**src/rtl/umcs_defs.svh**
```systemverilog
// Offsets, field positions, reset values and fixed widths of the modem pins.
// Assumes inclusion by bare name from every file that needs these constants.
`ifndef UMCS_DEFS_SVH
`define UMCS_DEFS_SVH

// ****************************************************************
// Register byte offsets on the APB bus
// ****************************************************************
`define UMCS_ADDR_W        12
`define UMCS_OFF_MCR       12'h000
`define UMCS_OFF_MSR       12'h004
`define UMCS_OFF_IER       12'h008
`define UMCS_OFF_BUS       12'h00C

// ****************************************************************
// Modem control register fields
// ****************************************************************
`define UMCS_MCR_W         6
`define UMCS_MCR_DTR       0
`define UMCS_MCR_RTS       1
`define UMCS_MCR_OUTA      2
`define UMCS_MCR_OUTB      3
`define UMCS_MCR_LOOP      4
`define UMCS_MCR_AUTOCTS   5
`define UMCS_MCR_RST       6'h00

// ****************************************************************
// Modem status register fields
// ****************************************************************
`define UMCS_MSR_DCTS      0
`define UMCS_MSR_DDSR      1
`define UMCS_MSR_DDCD      3
`define UMCS_MSR_CTS       4
`define UMCS_MSR_DSR       5
`define UMCS_MSR_DCD       7

// ****************************************************************
// Interrupt enable register fields
// ****************************************************************
`define UMCS_IER_W         4
`define UMCS_IER_RXDATA    0
`define UMCS_IER_THRE      1
`define UMCS_IER_LINE      2
`define UMCS_IER_MODEM     3
`define UMCS_IER_RST       4'h0

// ****************************************************************
// Synchroniser lanes: three modem inputs, reset, eight data lines
// ****************************************************************
`define UMCS_SYNC_W        12
`define UMCS_LN_CTS        0
`define UMCS_LN_DSR        1
`define UMCS_LN_DCD        2
`define UMCS_LN_MRST       3
`define UMCS_LN_DATA       4
`define UMCS_DATA_W        8
`define UMCS_SYNC_RST      12'h007

`endif

```
**src/rtl/umcs_pkg.sv**
```systemverilog
// Types shared by the modem control and status block.
// Assumes umcs_defs.svh is on the include path.
`include "umcs_defs.svh"

package umcs_pkg;

	// ****************************************************************
	// Bus phase
	// ****************************************************************
	typedef enum logic [1:0] {
		UMCS_IDLE   = 2'b01,
		UMCS_ACCESS = 2'b10
	} umcs_phase_type;

	// ****************************************************************
	// Whole state of the main module
	// ****************************************************************
	typedef struct packed {
		umcs_phase_type             phase;
		logic [`UMCS_MCR_W-1:0]     modem_control_reg;
		logic [`UMCS_IER_W-1:0]     ier;
		logic [2:0]                 dflag;
		logic [2:0]                 prev;
		logic [2:0]                 rpt;
		logic                       primed;
		logic                       pready;
		logic                       pslverr;
		logic [31:0]                prdata;
		logic                       int_req;
		logic                       dtr_n;
		logic                       out_a_n;
		logic                       out_b_n;
		logic                       bus_driver_disable_n_n;
		logic [`UMCS_DATA_W-1:0]    data_o;
		logic                       data_oe;
		logic                       tx_en;
	} umcs_state_type;

	// ****************************************************************
	// Whole state of the synchroniser
	// ****************************************************************
	typedef struct packed {
		logic [`UMCS_SYNC_W-1:0]    meta;
		logic [`UMCS_SYNC_W-1:0]    stable;
	} umcs_sync_state_type;

endpackage

```
**src/rtl/umcs_sync_if.sv**
```systemverilog
// Carrier between the main module and its pin synchroniser.
// Assumes both ends run on the same clock and reset.
`timescale 1ns/1ps
`include "umcs_defs.svh"

interface umcs_sync_if;
	logic [`UMCS_SYNC_W-1:0]    raw;
	logic [`UMCS_SYNC_W-1:0]    synced;

	modport owner (output raw, input synced);
	modport sync (input raw, output synced);
endinterface

```
**src/rtl/umcs_sync.sv**
```systemverilog
// Two-stage synchroniser for every asynchronous pin of the block.
// Assumes the raw levels come straight from pins outside the clock domain.
`timescale 1ns/1ps
`include "umcs_defs.svh"

module umcs_sync (
	// Clock and reset
	input  wire logic           clock_i,
	input  wire logic           arst_n_i,
	// Pin lanes
	umcs_sync_if.sync           lanes
);

	umcs_pkg::umcs_sync_state_type s_r;
	umcs_pkg::umcs_sync_state_type s_nxt;

	// The first stage feeds the second stage and nothing else.
	always_comb begin
		s_nxt        = s_r;
		s_nxt.meta   = lanes.raw;
		s_nxt.stable = s_r.meta;
	end

	always_ff @(posedge clock_i or negedge arst_n_i) begin
		if (!arst_n_i) begin
			// Modem lines reset to their idle level, so no false change
			// shows up when the first real samples arrive.
			s_r <= '{meta: `UMCS_SYNC_RST, stable: `UMCS_SYNC_RST};
		end else begin
			s_r <= s_nxt;
		end
	end

	assign lanes.synced = s_r.stable;

endmodule // umcs_sync

```
**src/rtl/umcs_top.sv**
```systemverilog
// Modem control and status pins of a single-channel UART, with APB access.
// Assumes the rest of the UART supplies its interrupt causes as levels.
// Assumes those levels come from logic on this same clock, with no sync.
//
// Our own choices: the placing of the registers and the APB slave port.
`timescale 1ns/1ps
`include "umcs_defs.svh"

module umcs_top (
	// Clock and reset
	input  wire logic                       clock_i,
	input  wire logic                       arst_n_i,
	// APB slave
	input  wire logic                       psel_i,
	input  wire logic                       penable_i,
	input  wire logic                       pwrite_i,
	input  wire logic [`UMCS_ADDR_W-1:0]    paddr_i,
	input  wire logic [31:0]                pwdata_i,
	output logic      [31:0]                prdata_o,
	output logic                            pready_o,
	output logic                            pslverr_o,
	// Modem status pins, active low
	input  wire logic                       cts_n_i,
	input  wire logic                       dsr_n_i,
	input  wire logic                       dcd_n_i,
	// Master reset pin, active high
	input  wire logic                       master_reset_i,
	// Host data lines and transceiver control
	input  wire logic [`UMCS_DATA_W-1:0]    host_data_i,
	output logic      [`UMCS_DATA_W-1:0]    host_data_o,
	output logic                            host_data_oe_o,
	output logic                            bus_driver_disable_n_o,
	// Modem control pins, active low
	output logic                            dtr_n_o,
	output logic                            user_output_a_n_o,
	output logic                            user_output_b_n_o,
	// Interrupt causes from the rest of the UART
	input  wire logic                       line_error_i,
	input  wire logic                       rx_data_avail_i,
	input  wire logic                       rx_timeout_i,
	input  wire logic                       fifo_mode_i,
	input  wire logic                       thr_empty_i,
	// Interrupt and transmitter gate
	output logic                            int_o,
	output logic                            tx_enable_o
);

	// ****************************************************************
	// Pin synchronisation
	// ****************************************************************
	umcs_sync_if lanes ();

	// The host data lines are only a static diagnostic view, never a data
	// path, so a byte torn across two samples does no harm.
	assign lanes.raw = {host_data_i, master_reset_i,
		dcd_n_i, dsr_n_i, cts_n_i};

	umcs_sync u_sync (
		.clock_i  (clock_i),
		.arst_n_i (arst_n_i),
		.lanes    (lanes)
	);

	logic                       mrst;
	logic [2:0]                 pin_lvl;
	logic [`UMCS_DATA_W-1:0]    bus_sample;

	assign mrst       = lanes.synced[`UMCS_LN_MRST];
	assign bus_sample = lanes.synced[`UMCS_LN_DATA +: `UMCS_DATA_W];
	// Pins are active low; status bits read one while the signal is active.
	assign pin_lvl    = ~lanes.synced[`UMCS_LN_DCD:`UMCS_LN_CTS];

	// ****************************************************************
	// State
	// ****************************************************************
	umcs_pkg::umcs_state_type s_r;
	umcs_pkg::umcs_state_type s_nxt;

	localparam umcs_pkg::umcs_state_type UMCS_RST_STATE = '{
		phase:   umcs_pkg::UMCS_IDLE,
		modem_control_reg:     `UMCS_MCR_RST,
		ier:     `UMCS_IER_RST,
		dflag:   3'h0,
		prev:    3'h0,
		rpt:     3'h0,
		primed:  1'b0,
		pready:  1'b0,
		pslverr: 1'b0,
		prdata:  32'h0000_0000,
		int_req: 1'b0,
		dtr_n:   1'b1,
		out_a_n: 1'b1,
		out_b_n: 1'b1,
		bus_driver_disable_n_n:  1'b1,
		data_o:  8'h00,
		data_oe: 1'b0,
		tx_en:   1'b1
	};

	// ****************************************************************
	// Read view of the registers
	// ****************************************************************
	logic [2:0]     lvl;
	logic [2:0]     chg;
	logic [2:0]     clr;
	logic [7:0]     msr_view;
	logic [31:0]    rd_word;
	logic           mapped;
	logic           modem_pend;
	logic           other_pend;
	logic           dsr_cause;
	logic           dcd_cause;
	logic           cts_cause;
	logic           line_cause;
	logic           rx_cause;
	logic           thr_cause;
	logic           pins_off;

	// In loopback the status bits follow the control bits, not the pins.
	always_comb begin
		if (s_r.modem_control_reg[`UMCS_MCR_LOOP]) begin
			lvl = {s_r.modem_control_reg[`UMCS_MCR_OUTB], s_r.modem_control_reg[`UMCS_MCR_DTR],
				s_r.modem_control_reg[`UMCS_MCR_RTS]};
		end else begin
			lvl = pin_lvl;
		end
	end

	// ****************************************************************
	// Change detection
	// ****************************************************************

	// The first cycle after any reset only primes the history, so after a master
	// reset the levels present do not show up as changes; after arst_n_i active lines do.
	assign chg = s_r.primed ? (lvl ^ s_r.prev) : 3'h0;

	// ****************************************************************
	// Status word
	// ****************************************************************

	always_comb begin
		msr_view                = 8'h00;
		msr_view[`UMCS_MSR_CTS]  = lvl[0];
		msr_view[`UMCS_MSR_DSR]  = lvl[1];
		msr_view[`UMCS_MSR_DCD]  = lvl[2];
		msr_view[`UMCS_MSR_DCTS] = s_r.dflag[0];
		msr_view[`UMCS_MSR_DDSR] = s_r.dflag[1];
		msr_view[`UMCS_MSR_DDCD] = s_r.dflag[2];
	end

	// ****************************************************************
	// Register read mux
	// ****************************************************************

	always_comb begin
		mapped  = 1'b1;
		rd_word = 32'h0000_0000;
		case (paddr_i)
			`UMCS_OFF_MCR: begin
				rd_word[`UMCS_MCR_W-1:0] = s_r.modem_control_reg;
			end
			`UMCS_OFF_MSR: begin
				rd_word[7:0] = msr_view;
			end
			`UMCS_OFF_IER: begin
				rd_word[`UMCS_IER_W-1:0] = s_r.ier;
			end
			`UMCS_OFF_BUS: begin
				rd_word[`UMCS_DATA_W-1:0] = bus_sample;
			end
			default: begin
				mapped = 1'b0;
			end
		endcase
	end

	// ****************************************************************
	// Bus phase decode
	// ****************************************************************
	logic           setup_seen;
	logic           access_seen;
	logic           msr_addr;

	// A setup counts only in idle and an access only in the access phase,
	// so a master that stretches a phase cannot start a second transfer.
	assign setup_seen  = psel_i && !penable_i;
	assign access_seen = psel_i && penable_i;
	assign msr_addr    = (paddr_i == `UMCS_OFF_MSR);

	// ****************************************************************
	// Bus handling and next state
	// ****************************************************************
	always_comb begin
		s_nxt        = s_r;
		clr          = 3'h0;
		s_nxt.prev   = lvl;
		s_nxt.primed = 1'b1;

		case (s_r.phase)
			umcs_pkg::UMCS_IDLE: begin
				// Read data is captured here and stands through the access.
				if (setup_seen) begin
					s_nxt.phase   = umcs_pkg::UMCS_ACCESS;
					s_nxt.pready  = 1'b1;
					s_nxt.pslverr = !mapped;
					s_nxt.prdata  = pwrite_i ? 32'h0000_0000 : rd_word;
					s_nxt.rpt     = 3'h0;
					if (!pwrite_i) begin
						s_nxt.bus_driver_disable_n_n  = 1'b0;
						s_nxt.data_oe = 1'b1;
						s_nxt.data_o  = rd_word[`UMCS_DATA_W-1:0];
						if (msr_addr) begin
							s_nxt.rpt = s_r.dflag;
						end
					end
				end
			end
			umcs_pkg::UMCS_ACCESS: begin
				// Writes land at the edge that shows pready and ends it.
				if (access_seen) begin
					s_nxt.phase   = umcs_pkg::UMCS_IDLE;
					s_nxt.pready  = 1'b0;
					s_nxt.pslverr = 1'b0;
					s_nxt.bus_driver_disable_n_n  = 1'b1;
					s_nxt.data_oe = 1'b0;
					if (pwrite_i) begin
						case (paddr_i)
							`UMCS_OFF_MCR: begin
								s_nxt.modem_control_reg = pwdata_i[`UMCS_MCR_W-1:0];
							end
							`UMCS_OFF_IER: begin
								s_nxt.ier = pwdata_i[`UMCS_IER_W-1:0];
							end
							default: begin
							end
						endcase
					end else if (msr_addr) begin
						// Only flags that went out in the data are cleared.
						clr = s_r.rpt;
					end
				end
			end
			default: begin
				s_nxt.phase   = umcs_pkg::UMCS_IDLE;
				s_nxt.pready  = 1'b0;
				s_nxt.bus_driver_disable_n_n  = 1'b1;
				s_nxt.data_oe = 1'b0;
			end
		endcase

		// A change in the clearing cycle survives the clear, so no edge on
		// a modem line is ever lost between two reads.
		s_nxt.dflag[0] = (s_r.dflag[0] && !clr[0]) || chg[0];
		s_nxt.dflag[1] = (s_r.dflag[1] && !clr[1]) || chg[1];
		s_nxt.dflag[2] = (s_r.dflag[2] && !clr[2]) || chg[2];

		// Master reset comes through the synchroniser, so it acts a few
		// edges late; a bus transfer already in flight still completes.
		if (mrst) begin
			s_nxt.modem_control_reg    = `UMCS_MCR_RST;
			s_nxt.ier    = `UMCS_IER_RST;
			s_nxt.dflag  = 3'h0;
			s_nxt.primed = 1'b0;
		end

		// Loopback parks every control pin at its inactive level, so the
		// modem never sees the patterns software uses for self test.
		pins_off      = s_nxt.modem_control_reg[`UMCS_MCR_LOOP];
		s_nxt.dtr_n   = !(s_nxt.modem_control_reg[`UMCS_MCR_DTR] &&
			!pins_off);
		s_nxt.out_a_n = !(s_nxt.modem_control_reg[`UMCS_MCR_OUTA] &&
			!pins_off);
		s_nxt.out_b_n = !(s_nxt.modem_control_reg[`UMCS_MCR_OUTB] &&
			!pins_off);

		// Auto gating only ever holds the transmitter back; with the mode
		// off the gate stays open whatever the clear-to-send level is.
		s_nxt.tx_en = !s_nxt.modem_control_reg[`UMCS_MCR_AUTOCTS] || lvl[0];

		// Causes are judged on the next state, so the status read that
		// clears the last modem flag drops the request at the same edge.
		dsr_cause  = s_nxt.dflag[1];
		dcd_cause  = s_nxt.dflag[2];
		cts_cause  = s_nxt.dflag[0] &&
			!s_nxt.modem_control_reg[`UMCS_MCR_AUTOCTS];
		modem_pend = s_nxt.ier[`UMCS_IER_MODEM] &&
			(dsr_cause || dcd_cause || cts_cause);
		line_cause = s_nxt.ier[`UMCS_IER_LINE] && line_error_i;
		rx_cause   = s_nxt.ier[`UMCS_IER_RXDATA] &&
			(rx_data_avail_i || (fifo_mode_i && rx_timeout_i));
		thr_cause  = s_nxt.ier[`UMCS_IER_THRE] && thr_empty_i;
		other_pend = line_cause || rx_cause || thr_cause;

		s_nxt.int_req = !mrst && (modem_pend || other_pend);
	end

	always_ff @(posedge clock_i or negedge arst_n_i) begin
		if (!arst_n_i) begin
			s_r <= UMCS_RST_STATE;
		end else begin
			s_r <= s_nxt;
		end
	end

	// ****************************************************************
	// Outputs, each straight from the state register
	// ****************************************************************
	assign prdata_o               = s_r.prdata;
	assign pready_o               = s_r.pready;
	assign pslverr_o              = s_r.pslverr;
	assign host_data_o            = s_r.data_o;
	assign host_data_oe_o         = s_r.data_oe;
	assign bus_driver_disable_n_o = s_r.bus_driver_disable_n_n;
	assign dtr_n_o                = s_r.dtr_n;
	assign user_output_a_n_o      = s_r.out_a_n;
	assign user_output_b_n_o      = s_r.out_b_n;
	assign int_o                  = s_r.int_req;
	assign tx_enable_o            = s_r.tx_en;

endmodule // umcs_top

```
**config.mk**
```make
export PLATFORM = sky130hd
export DESIGN_NAME = umcs_top
export DESIGN_NICKNAME = d
export VERILOG_FILES = /design/src/rtl/umcs_pkg.sv /design/src/rtl/umcs_sync_if.sv /design/src/rtl/umcs_sync.sv /design/src/rtl/umcs_top.sv
export VERILOG_INCLUDE_DIRS = /design/src /design/src/rtl
export SDC_FILE = /design/constraint.sdc
export NUM_CORES = 1
export LEC_CHECK = 0
export BUFFER_PORTS_ARGS = -buffer_cell sky130_fd_sc_hd__buf_2
export CORE_UTILIZATION = 30
export DETAILED_ROUTE_END_ITERATION = 7
export RECOVER_POWER = 50
export SYNTH_ARGS = -nofsm -noshare
export SYNTH_HDL_FRONTEND = slang
export SYNTH_SLANG_ARGS = --single-unit
```
**constraint.sdc**
```tcl
create_clock -name clock_i -period 2.1 [get_ports clock_i]
set_input_delay 0.42 -clock clock_i [delete_from_list [all_inputs] [get_ports clock_i]]
set_output_delay 0.42 -clock clock_i [all_outputs]
set_load 0.02 [all_outputs]
```
# Word level (Yosys, flattened, before mapping)
# Cells that the tools add are included.
classes:
  mux: 32
  n_shift: 0
  div_mod_pow: 0
  n_reduce_logical: 49
  order_cmp: 0
  addsub: 0
  n_eq_ne: 8
  multipliers: 0
  bitwise_logic: 3
ops:
  columns: ["op", "count"]
  rows:
  - ["10-bit 2-to-1 mux", 4]
  - ["34-bit 2-to-1 mux", 1]
  - ["12-bit by 4-bit equality test with 1-bit output (second input constant)", 2]
  - ["3-bit 2-to-1 mux", 8]
  - ["4-bit case mux with 4 select lines", 1]
  - ["1-bit logical AND", 15]
  - ["13-bit 2-to-1 mux", 1]
  - ["12-bit by 3-bit equality test with 1-bit output (second input constant)", 1]
  - ["12-bit logical NOT", 1]
  - ["12-bit 2-to-1 mux", 1]
  - ["1-bit logical NOT", 11]
  - ["1-bit logical OR", 10]
  - ["2-bit nonzero test", 5]
  - ["3-bit AND reduction", 3]
  - ["8-bit 2-to-1 mux", 1]
  - ["1-bit case mux with 2 select lines", 4]
  - ["2-bit case mux with 2 select lines", 2]
  - ["6-bit 2-to-1 mux", 1]
  - ["2-bit inequality test (second input constant)", 3]
  - ["2-bit case mux with 3 select lines", 1]
  - ["1-bit 2-to-1 mux", 4]
  - ["2-bit 2-to-1 mux", 2]
  - ["4-bit 2-to-1 mux", 1]
  - ["2-bit AND reduction", 2]
  - ["7 further kinds", 7]
totals:
  ramBits: 0
  n_memories: 0
  output_inout_bits: 49
  mem_bits_ro: 0
  latchBits: 0
  wordCells: 113
  reg_bits: 95
  inputBits: 66

# Longest topological paths before layout
# Gate-level depths: netlist (run 1).
logic_depth:
  word_depth: 15
  depth_mapped: 8
  depth_no_buf: 6

# Hierarchy
# A second synthesis (run 1) with hierarchy kept.
hier_totals:
  hier_cells: 296
  hier_area_um2: 3236.9
by_module_without_submodules:
  columns: ["mod", "area_per_inst_um2", "cells_each", "seq_area_each_um2", "n_inst"]
  rows:
  - ["umcs_top", 2628.8, 272, 1183.6, 1]
  - ["umcs_sync", 608.1, 24, 608.1, 1]

# Worst setup path before layout (run 1)
# No wires, ideal clock.
synth_timing:
  path_kind: "input -> register"
  from: "input paddr_i[9]"
  to: "register s_r, in the netlist int_o"
  setup_time_ns: 0.137
  slack_ns: 0.213
  arrival_time_ns: 1.750
  n_path_buf: 1
  required_time_ns: 1.963
  stages: 7
  path_cell_list: "nor4_2 > and4_1 > buf_4 > nand2_2 > mux2i_2 > a2111oi_2 > o31ai_1"
synth_rtl:
  columns: ["item", "line_no", "source"]
  rows:
  - ["from (decl)", "umcs_top.sv:17", "input wire logic [`UMCS_ADDR_W-1:0] paddr_i,"]
  - ["to (signal assigned)", "umcs_top.sv:301", "s_r <= s_nxt;"]
  - ["to (decl)", "umcs_top.sv:76", "umcs_pkg::umcs_state_type s_r;"]

==> results by group, run 1 <==
Global routing
  – Grt ovf: 0
  – GRT Total Usage: 0.128
  – GR Util met1: 0.167
  – Pin count of the biggest net entering global routing: 72
  – First-pass GRT wire length: 10.8 mm
  – GR met2 Demand/Resource: 0.203
  – Vias in the first global route: 2128
  – Initial antenna violation count: 0
  – Met3 Use GR: 0.0331
  – Global routing's busiest layer: met2

Timing
  – Clk_skew: 0.00669 ns
  – Max-slew violations: 72
  – Fmax: 0.518 GHz
  – Final worst-path cycle share: 0.919
  – Worst slew pin tran: 1.74 ns
  – Setup TNS: 0 ns
  – Final Hold Viols: 0
  – Max_slew headroom: -0.158
  – Final setup fails: 0
  – Worst hold margin: 0.169 ns
  – Tmin final: 1.93 ns
  – RSZ-0062 raised after global routing: false

Die
  – Die Area: 0.0110 mm2
  – Core area: 0.0103 mm2
  – Die W: 105 um
  – Chip Height: 105 um
  – Ports: 115
  – Initial Util: 0.309
  – Row count: 37

Final layout
  – Final Core Density: 0.365
  – Inserted Diodes: 0
  – Layout area overhead: 18.0%
  – Layout cells sized above 1: 0.371
  – # nets final: 406

Routing
  – Final ANT Viol Nets: 0
  – DRC viols: 0
  – Total wire length: 6.42 mm
  – Avg WL per Cell: 13.3 um
  – Detailed-route via count: 2090
  – Vias per inst: 4.35
  – DRT iter0 DRCs: 79
  – Pre-antenna DRT Iters: 4

Worst setup path
  – Worst Setup Start Kind: flop
  – Delay-heaviest family, CP: compound AO/OA/AOI/OAI gates
  – Buf/Inv on CP: 0
  – Crit Path Max Fanout: 10
  – Crit Path Class: flop to flop
  – Worst path required time: 2.31 ns
  – Critical path data arrival time: 2.14 ns
  – Crit end category: flop
  – Delay of the slowest critical-path stage: 0.42 ns
  – Worst path cell trace: nand4b_4 -> or3_4 -> o31ai_4 -> a21oi_2 -> a2111oi_2 -> o31ai_1
  – Crit path max-delay cell type: dfstp_2

Clock network
  – CTS tree: built
  – Clock root buffer master: clkbuf_8
  – Clock tree sinks: 71
  – TritonCTS buffer count: 9
  – Longest Clk Path Bufs: 2
  – Worst-path clk slew: 0.08 ns
  – Worst-Skew Late Latency: 0.34 ns
  – Cts repair resizes: 0
  – CTS Hold Buffers Added: 0
  – H-tree Lvls: 3
  – Setup Buffers After CTS: 0

Power
  – Leakage power: 1.84 nW
  – PD cells: 792 mW/mm2
  – Power Total: 2.97 mW
  – Worst vdd ir: 0.316 mV

Yosys
  – Post-synth EDFFs: 0
  – Top cell type by total area after synthesis: dfrtp_1
  – Netlist cell types: 50
  – Yosys warns: 0
  – Top-area cell type share of the netlist area: 0.465
  – Flop and latch count out of synthesis: 71
  – Synth area leaders: dfrtp_1, dfstp_2, buf_4
  – Sequential element share of the synthesized area: 0.564
  – Syn Inst Count: 277
  – Synth Area per Inst: 11.5 um2
  – Mapped cell area: 0.00318 mm2
  – Count leader, synth: dfrtp_1
  – Main flop type after synthesis: dfrtp_1
  – Post-synth ARST share: 1.00
  – Most frequent cells after synthesis: dfrtp_1, buf_4, nand2_1

Min path
  – Min-Delay Path Class: primary input to flop

Run
  – Max cap viols: 1

Placement
  – Port bufs: 64
  – Routability cong.: 0.821
  – DP HPWL: 4.74 mm

Outcome
  – Violated checks: capacitance limit, slew limit
  – Status: finished, violations left
sequential cells by signal, summed over array words and instances (netlist names):
register,cells
pready_o,1
u_sync.s_nxt,12
host_data_o,8
tx_enable_o,1
host_data_oe_o,1
bus_driver_disable_n_o,1
prdata_o,8
dtr_n_o,1
pslverr_o,1
s_r,19
msr_view,3
u_sync.lanes.synced,12
user_output_a_n_o,1
int_o,1
user_output_b_n_o,1
worst paths after layout:
path	startpoint	to	slack (ns)	cells past startpoint
worst max-delay path	s_r[69]	int_o	0.17	6
worst min-delay path	dcd_n_i	u_sync.s_nxt[2]	0.17	1
worst max register to register	s_r[69]	int_o	0.17	6
worst min register to register	u_sync.s_nxt[6]	u_sync.lanes.synced[6]	0.35	0
max in group asynchronous	arst_n_i	pslverr_o	0.46	2
min in group asynchronous	arst_n_i	host_data_o[5]	0.60	2
report_power, final:
part	internal (mW)	switching (mW)	leakage (nW)
registers	1.43	0.0347	0.892
logic	0.0978	0.174	0.833
clock network	0.707	0.531	0.113
worst register-to-register path: cells and delay by family, from the launching register on:
family / cells / cell delay (ns)
AOI/OAI and AO/OA: 4 / 0.78
and+or+nand+nor: 2 / 0.61
DFF: 1 / 0.42
area by class of cell:
| cell class | count | area, um2 |
|---|---|---|
| fill | 1033 | 6530 |
| sequential | 71 | 1790 |
| multi-input combinational | 173 | 1100 |
| timing repair buffer | 79 | 430 |
| tap | 136 | 170 |
| clock buffer | 10 | 138 |
| clock inverter | 6 | 93.8 |
| inverter | 6 | 22.5 |
cell usage in the layout (no fill, tap or decap), drive strengths merged, types with 2 or more instances in the layout:
cell	netlist	layout
conb	1	24
or3	3	3
nor3b	4	4
a22oi	4	4
xor2	2	2
o31ai	4	4
bufinv	0	2
clkbuf	5	11
a21oi	10	10
and4b	2	2
nand3	6	6
a31o	2	2
nor2b	4	4
mux2i	10	10
nand2	31	31
a21o	3	3
buf	45	78
nand4	2	2
inv	6	6
mux2	2	2
dfrtp	59	59
o21ai	15	15
or2	2	2
dfstp	12	12
a22o	6	6
clkinv	0	3
nand4b	2	2
mux4	3	3
nor2	18	18
nand2b	4	4
per-layer routing:
metal	vias to the layer above	wire length [um]
met5	-	0
met4	0	55
met2	64	3000
met1	1008	3070
met3	4	294
li1	1014	-
cell families after synthesis:
logic type	count (synthesis)	share of synthesized area
AOI/OAI and AO/OA	48	0.105
xor gates and xnor gates	2	0.00552
buffers and inverters	56	0.118
DFF	71	0.564
muxes	15	0.0611
other	1	0.00118
and+or+nand+nor	84	0.145
through the flow:
step / setup slack (ns) / cell area, um2 / cells
detailed placement: -0.101 / 3530 / 465
global route: 0.0262 / 3750 / 481
global placement: -0.0620 / 3530 / 465
finish: 0.170 / 3750 / 481
floorplan: 0.213 / 3260 / 300
CTS: 0.0773 / 3760 / 481
(Power assumes the default switching activity.)
==> run 2, diff against run 1 <==
CORE_UTILIZATION = 25   (was 30)
==> run 2 against run 1 <==
The run now ends clean. Routed wire length grew 1.4%. Register-to-register slack got worse by 0.10 ns. Clock skew down 0.0022 ns. Clock power grew 30%. Critical endpoint unchanged. Highest routed layer unchanged.
==> results by group, run 2 (synthesized netlist as in run 1, its figures left out) <==
Outcome
  – Status: finished clean

Min path
  – Min-Delay Path Class: primary input to async pin

Timing
  – Max-slew violations: 0 (-100%)
  – Final worst-path cycle share: 0.969 (+0.0497)
  – Final setup fails: 0 (unchanged)
  – Setup TNS: 0 ns (unchanged)
  – Final Hold Viols: 0 (unchanged)
  – PnR worst setup slack: 0.0659 ns (-0.104 ns)
  – Tmin final: 2.03 ns (+0.104 ns)
  – RSZ-0062 raised after global routing: false
  – Fmax: 0.492 GHz (-5.1%)
  – Clk_skew: 0.00453 ns (-0.00216 ns)

Die
  – Ports: 115 (unchanged)
  – Die W: 115 um (+9.4%)
  – Row count: 40 (+8.1%)
  – Die Area: 0.0132 mm2 (+20%)
  – Core area: 0.0122 mm2 (+19%)
  – Initial Util: 0.260 (-0.0489)
  – Chip Height: 115 um (+9.4%)

Clock network
  – Longest Clk Path Bufs: 2 (unchanged)
  – TritonCTS buffer count: 9 (unchanged)
  – CTS tree: built
  – CTS Hold Buffers Added: 0 (unchanged)
  – Clock tree sinks: 71 (unchanged)
  – H-tree Lvls: 3 (unchanged)
  – Worst-path clk slew: 0.06 ns (-0.02 ns)
  – Clock root buffer master: clkbuf_16
  – Worst-Skew Late Latency: 0.33 ns (about the same)

Routing
  – Final ANT Viol Nets: 0 (unchanged)
  – Avg WL per Cell: 12.7 um (-4.5%)
  – Pre-antenna DRT Iters: 4 (unchanged)
  – Vias per inst: 4.06 (-6.5%)
  – Total wire length: 6.51 mm (+1.4%)
  – DRT iter0 DRCs: 74 (-6.3%)
  – Detailed-route via count: 2077 (-0.62%)
  – DRC viols: 0 (unchanged)

Worst setup path
  – Reg2reg setup slack: 0.07 ns (-0.10 ns)
  – Worst path required time: 2.27 ns (-0.04 ns)
  – Crit end category: flop
  – Crit Path Class: flop to flop
  – Worst Setup Start Kind: flop
  – Critical path data arrival time: 2.21 ns (+0.07 ns)
  – Crit Path Max Fanout: 6 (-4)

Placement
  – Port bufs: 64 (unchanged)
  – DP HPWL: 5.00 mm (+5.4%)
  – Post-Place Setup Slack: -0.105 ns (-0.00333 ns)
  – Routability cong.: 0.782 (-4.8%)
  – Placed cell count: 493 (+6.0%)
  – Post-DP Area: 0.00354 mm2 (+0.28%)

Final layout
  – Final std cells w/o fill: 511 (+6.2%)
  – Final instance area: 0.00387 mm2 (+3.3%)
  – Top reg by flops: s_r
  – # nets final: 404 (-0.49%)
  – Inserted Diodes: 0 (unchanged)
  – Fill count: 1264 (+22%)
  – Most frequent cells in the layout: buf_2, dfrtp_1, nand2_1
  – Largest register FFs: 19 (unchanged)
  – Most common cell after layout, fill and taps aside: buf_2
  – Layout cells sized above 1: 0.364 (-0.00658)
  – Layout area overhead: 21.9%

Power
  – Int Power: 2.57 mW (+15%)
  – Psw: 777 uW (+5.0%)
  – Worst vdd ir: 0.527 mV (+67%)
  – PD cells: 864 mW/mm2 (+9.0%)
  – Comb power frac: 0.082 (-0.010)
  – Share of power burned in registers: 0.437 (-0.055)
  – Leakage power: 1.86 nW (+1.4%)
  – Clock network power share: 0.481 (+0.064)
  – Sw Share: 0.232 (-0.0169)

Global routing
  – Grt ovf: 0 (unchanged)
  – Initial antenna violation count: 0 (unchanged)
  – First-pass GRT wire length: 10.3 mm (-4.7%)
  – Pin count of the biggest net entering global routing: 72 (unchanged)
  – Vias in the first global route: 2012 (-5.5%)
  – GRT Total Usage: 0.106 (-0.0216)

Run
  – Max cap viols: 0 (-1)
-- run 2: worst paths after layout --
kind                                 start                      to  depth (start not counted)
max in group asynchronous         arst_n_i                 s_r[69]                          2
min reg2reg                u_sync.s_nxt[7]  u_sync.lanes.synced[7]                          0
min in group clock_i               cts_n_i         u_sync.s_nxt[0]                          1
max                                s_r[69]                   int_o                          6
min                               arst_n_i         u_sync.s_nxt[3]                          2
max reg2reg                        s_r[69]                   int_o                          6
-- run 2: per-layer routing --
layer  up-vias  wire length [um]  track usage
met2        87              2950        0.160
met4         0               144       0.0545
li1       1011                 -            -
met3        12               495       0.0392
met5         -                 0            0
met1       967              2920        0.134
-- run 2: final cells by class --
cell class | instances | area, um2 | area share
clock inverters | 7 | 96.3 | 0.0249
multi-input cells | 173 | 1100 | 0.283
inverters | 6 | 22.5 | 0.00582
flip-flops and latches | 71 | 1790 | 0.463
clock buffers | 9 | 225 | 0.0582
well taps | 168 | 210 | 0.0543
repair buffers | 77 | 429 | 0.111
-- run 2: power by group through the flow --
stage / Combinational [mW] / Clock (mW) / Sequential [mW]
2_1_floorplan: 0.174 / 0 / 1.49
3_3_place_gp: 0.264 / 0 / 1.49
3_5_place_dp: 0.269 / 0 / 1.49
4_1_cts: 0.270 / 1.64 / 1.46
5_1_grt: 0.302 / 1.72 / 1.47
6_report: 0.273 / 1.61 / 1.46
-- run 2: stage by stage --
stage / util / hold WS (ns) / power, mW
finish: 0.317 / 0.140 / 3.34
global route: 0.317 / 0.160 / 3.49
CTS: 0.316 / 0.109 / 3.38
detailed placement: 0.290 / 0.335 / 1.76
global placement: 0.290 / 0.333 / 1.75
floorplan: - / 0.124 / 1.67
-- run 2: what timing repair did --
item,in CTS,in global routing
setup buffers,0,2
gates resized for setup,0,1
setup endpoints to repair,0,2
-- run 2: critical path, cell delays in order (launching register included) --
cell and delay, ns:
dfstp_2 0.57, and4b_2 0.25, and4b_1 0.25, nand3_1 0.10
a21oi_1 0.08, a222oi_1 0.45, o31ai_1 0.18
==> run 3, diff against run 2 <==
CORE_ASPECT_RATIO = 1.4   (was default)
==> run 3 against run 2 <==
Non-clock buffer count increased by 6. First-iteration DRC count rose by 51%. Critical path depth is the same. Clock skew grew 0.0021 ns. Combinational power is 1% higher. Die area is essentially flat. Via count is 2.0% higher. Power grew 0.60%. Register-to-register slack better by 0.05 ns. Critical path type unchanged. Critical endpoint unchanged.
==> results by group, run 3 (synthesized netlist as in run 1, its figures left out) <==
Clock network
  – Clock root buffer master: clkbuf_16
  – H-tree Lvls: 3 (unchanged)
  – TritonCTS buffer count: 9 (unchanged)
  – Worst-Skew Late Latency: 0.33 ns (about the same)
  – Clock tree sinks: 71 (unchanged)
  – Worst-path clk slew: 0.06 ns (about the same)
  – Longest Clk Path Bufs: 2 (unchanged)
  – CTS tree: built

Worst setup path
  – Crit Path Max Fanout: 5 (-1)
  – Crit path max-delay cell type: dfstp_2
  – Reg2reg setup slack: 0.11 ns (+0.05 ns)
  – FF-to-FF path depth: 6 (unchanged)
  – Critical path data arrival time: 2.17 ns (-0.04 ns)
  – Reg-to-reg startpoint: s_r[69]
  – Crit Path Class: flop to flop
  – Crit end category: flop
  – Crit Reg-Reg Endpoint: int_o
  – Worst path cell trace: and4b_2 -> and4b_2 -> nand3_1 -> a21oi_2 -> a222oi_1 -> o31ai_1
  – Delay of the slowest critical-path stage: 0.55 ns (-0.02 ns)
  – Most used cell along the critical path: and4b_2
  – Worst Setup Start Kind: flop
  – Worst path required time: 2.29 ns (+0.02 ns)

Final layout
  – Fill count: 1279 (+1.2%)
  – Most common cell after layout, fill and taps aside: buf_2
  – Top reg by flops: s_r
  – Area of the multi-input gates: 0.00111 mm2 (+1.0%)
  – Layout area overhead: 22.6%
  – Largest register FFs: 19 (unchanged)
  – Layout cells sized above 1: 0.375 (+0.0109)
  – FF/Latch Area: 0.00179 mm2 (unchanged)
  – Final instance area: 0.00389 mm2 (+0.52%)
  – Inserted Diodes: 0 (unchanged)
  – Most frequent cells in the layout: buf_2, dfrtp_1, nand2_1
  – # nets final: 410 (+1.5%)
  – Final std cells w/o fill: 499 (-2.3%)

Power
  – PD cells: 864 mW/mm2 (about the same)
  – Leakage power: 1.89 nW (+1.4%)
  – Worst vdd ir: 0.405 mV (-23%)

Timing
  – Fmax: 0.503 GHz (+2.3%)
  – Final setup fails: 0 (unchanged)
  – Clk_skew: 0.00662 ns (+0.00209 ns)
  – Tmin final: 1.99 ns (-0.0464 ns)
  – RSZ-0062 raised after global routing: false
  – Final worst-path cycle share: 0.947 (-0.0221)
  – Final Hold Viols: 0 (unchanged)
  – Max-slew violations: 0 (unchanged)
  – Max_slew headroom: 0.585
  – Worst slew pin tran: 0.623 ns

Outcome
  – Status: finished clean

Die
  – Core area: 0.0124 mm2 (+1.3%)
  – Initial Util: 0.257 (-0.00337)
  – Ports: 115 (unchanged)
  – Die Area: 0.0132 mm2 (about the same)
  – Row count: 48 (+20%)
  – Die W: 97.3 um (-15%)
  – Chip Height: 135 um (+18%)

Global routing
  – Vias in the first global route: 2224 (+11%)
  – Grt ovf: 0 (unchanged)
  – Pin count of the biggest net entering global routing: 47 (-35%)
  – First-pass GRT wire length: 11.0 mm (+7.5%)
  – Initial antenna violation count: 0 (unchanged)
  – GRT Total Usage: 0.110 (+0.00407)

Min path
  – Min-Delay Path Class: primary input to flop
  – Hold wc startpoint: dcd_n_i
  – Worst hold endpoint: u_sync.s_nxt[2]
  – Worst Hold Depth: 1

Routing
  – Total wire length: 6.79 mm (+4.3%)
  – DRC viols: 0 (unchanged)
  – DRT iter0 DRCs: 112 (+51%)
  – Pre-antenna DRT Iters: 4 (unchanged)
  – Avg WL per Cell: 13.6 um (+6.9%)
  – Vias per inst: 4.25 (+4.5%)
  – Detailed-route via count: 2119 (+2.0%)
  – Final ANT Viol Nets: 0 (unchanged)

Placement
  – DP HPWL: 5.19 mm (+3.8%)
  – Port bufs: 64 (unchanged)
  – Routability cong.: 0.820 (+4.9%)
  – Post-DP Area: 0.00354 mm2 (+0.21%)
  – Placed cell count: 479 (-2.8%)

Run
  – Max cap viols: 0 (unchanged)
[run 3: cell types whose count changed in the layout (fill, tap and decap cells not counted), sizes merged]
| cell | before | now |
|---|---|---|
| dlygate4sd3 | 0 | 1 |
| clkbuf | 10 | 15 |
| buf | 76 | 78 |
| clkinv | 1 | 2 |
| inv | 7 | 6 |
| clkinvlp | 3 | 1 |
[run 3: per-stage QoR]
step                hold slack, ns  setup slack (ns)  setup TNS (ns)  power [mW]  utilization
floorplan                    0.124             0.213               0        1.67            -
global placement             0.299           -0.0342         -0.0342        1.75        0.286
detailed placement           0.300           -0.0432         -0.0641        1.76        0.286
CTS                          0.169            0.0655               0        3.40        0.313
global route                 0.168           0.00844               0        3.50        0.315
finish                       0.182             0.112               0        3.36        0.315
[run 3: what timing repair did]
action | CTS | global route
setup endpoints to repair | 0 | 3
gates resized for setup | 0 | 6
hold endpoints to repair | 6 | 0
hold buffers | 1 | 0
buffers inserted | 0 | 3
[run 3: cell type report]
cell class	instances	area share
timing repair buffer	83	0.118
clock buffer	11	0.0624
multi-input combinational	173	0.284
tap	150	0.0482
sequential	71	0.461
clock inverter	5	0.0209
inverter	6	0.00579
[run 3: worst max-delay path by stage]
stage / endpoint / startpoint / slack [ns] / cells past startpoint
after detailed placement: int_o / paddr_i[9] / -0.04 / 8
after CTS: int_o / s_r[69] / 0.07 / 6
after global placement: int_o / paddr_i[9] / -0.03 / 8
final: int_o / s_r[69] / 0.11 / 6
after floorplan: int_o / paddr_i[9] / 0.21 / 7
after global routing: int_o / s_r[69] / 0.008 / 6
[run 3: power breakdown]
| group | total [mW] | leakage (nW) | internal (mW) | switching [mW] |
|---|---|---|---|---|
| clock network | 1.63 | 0.156 | 1.07 | 0.556 |
| registers | 1.46 | 0.890 | 1.43 | 0.0329 |
| logic | 0.277 | 0.843 | 0.0981 | 0.178 |
| total | 3.36 | 1.89 | 2.60 | 0.767 |
[run 3: worst max-delay path, delay by kind of cell, from the launching register on]
| family | cells | cell delay [ns] |
|---|---|---|
| flip-flops | 1 | 0.55 |
| AO/OA/AOI/OAI | 3 | 0.66 |
| AND/OR/NAND/NOR | 3 | 0.62 |
[run 3: metal layers]
| layer | share of wire | global-route usage |
|---|---|---|
| met1 | 0.41 | 0.124 |
| met2 | 0.51 | 0.187 |
| met3 | 0.056 | 0.0366 |
| met4 | 0.027 | 0.0556 |
| met5 | 0 | 0 |
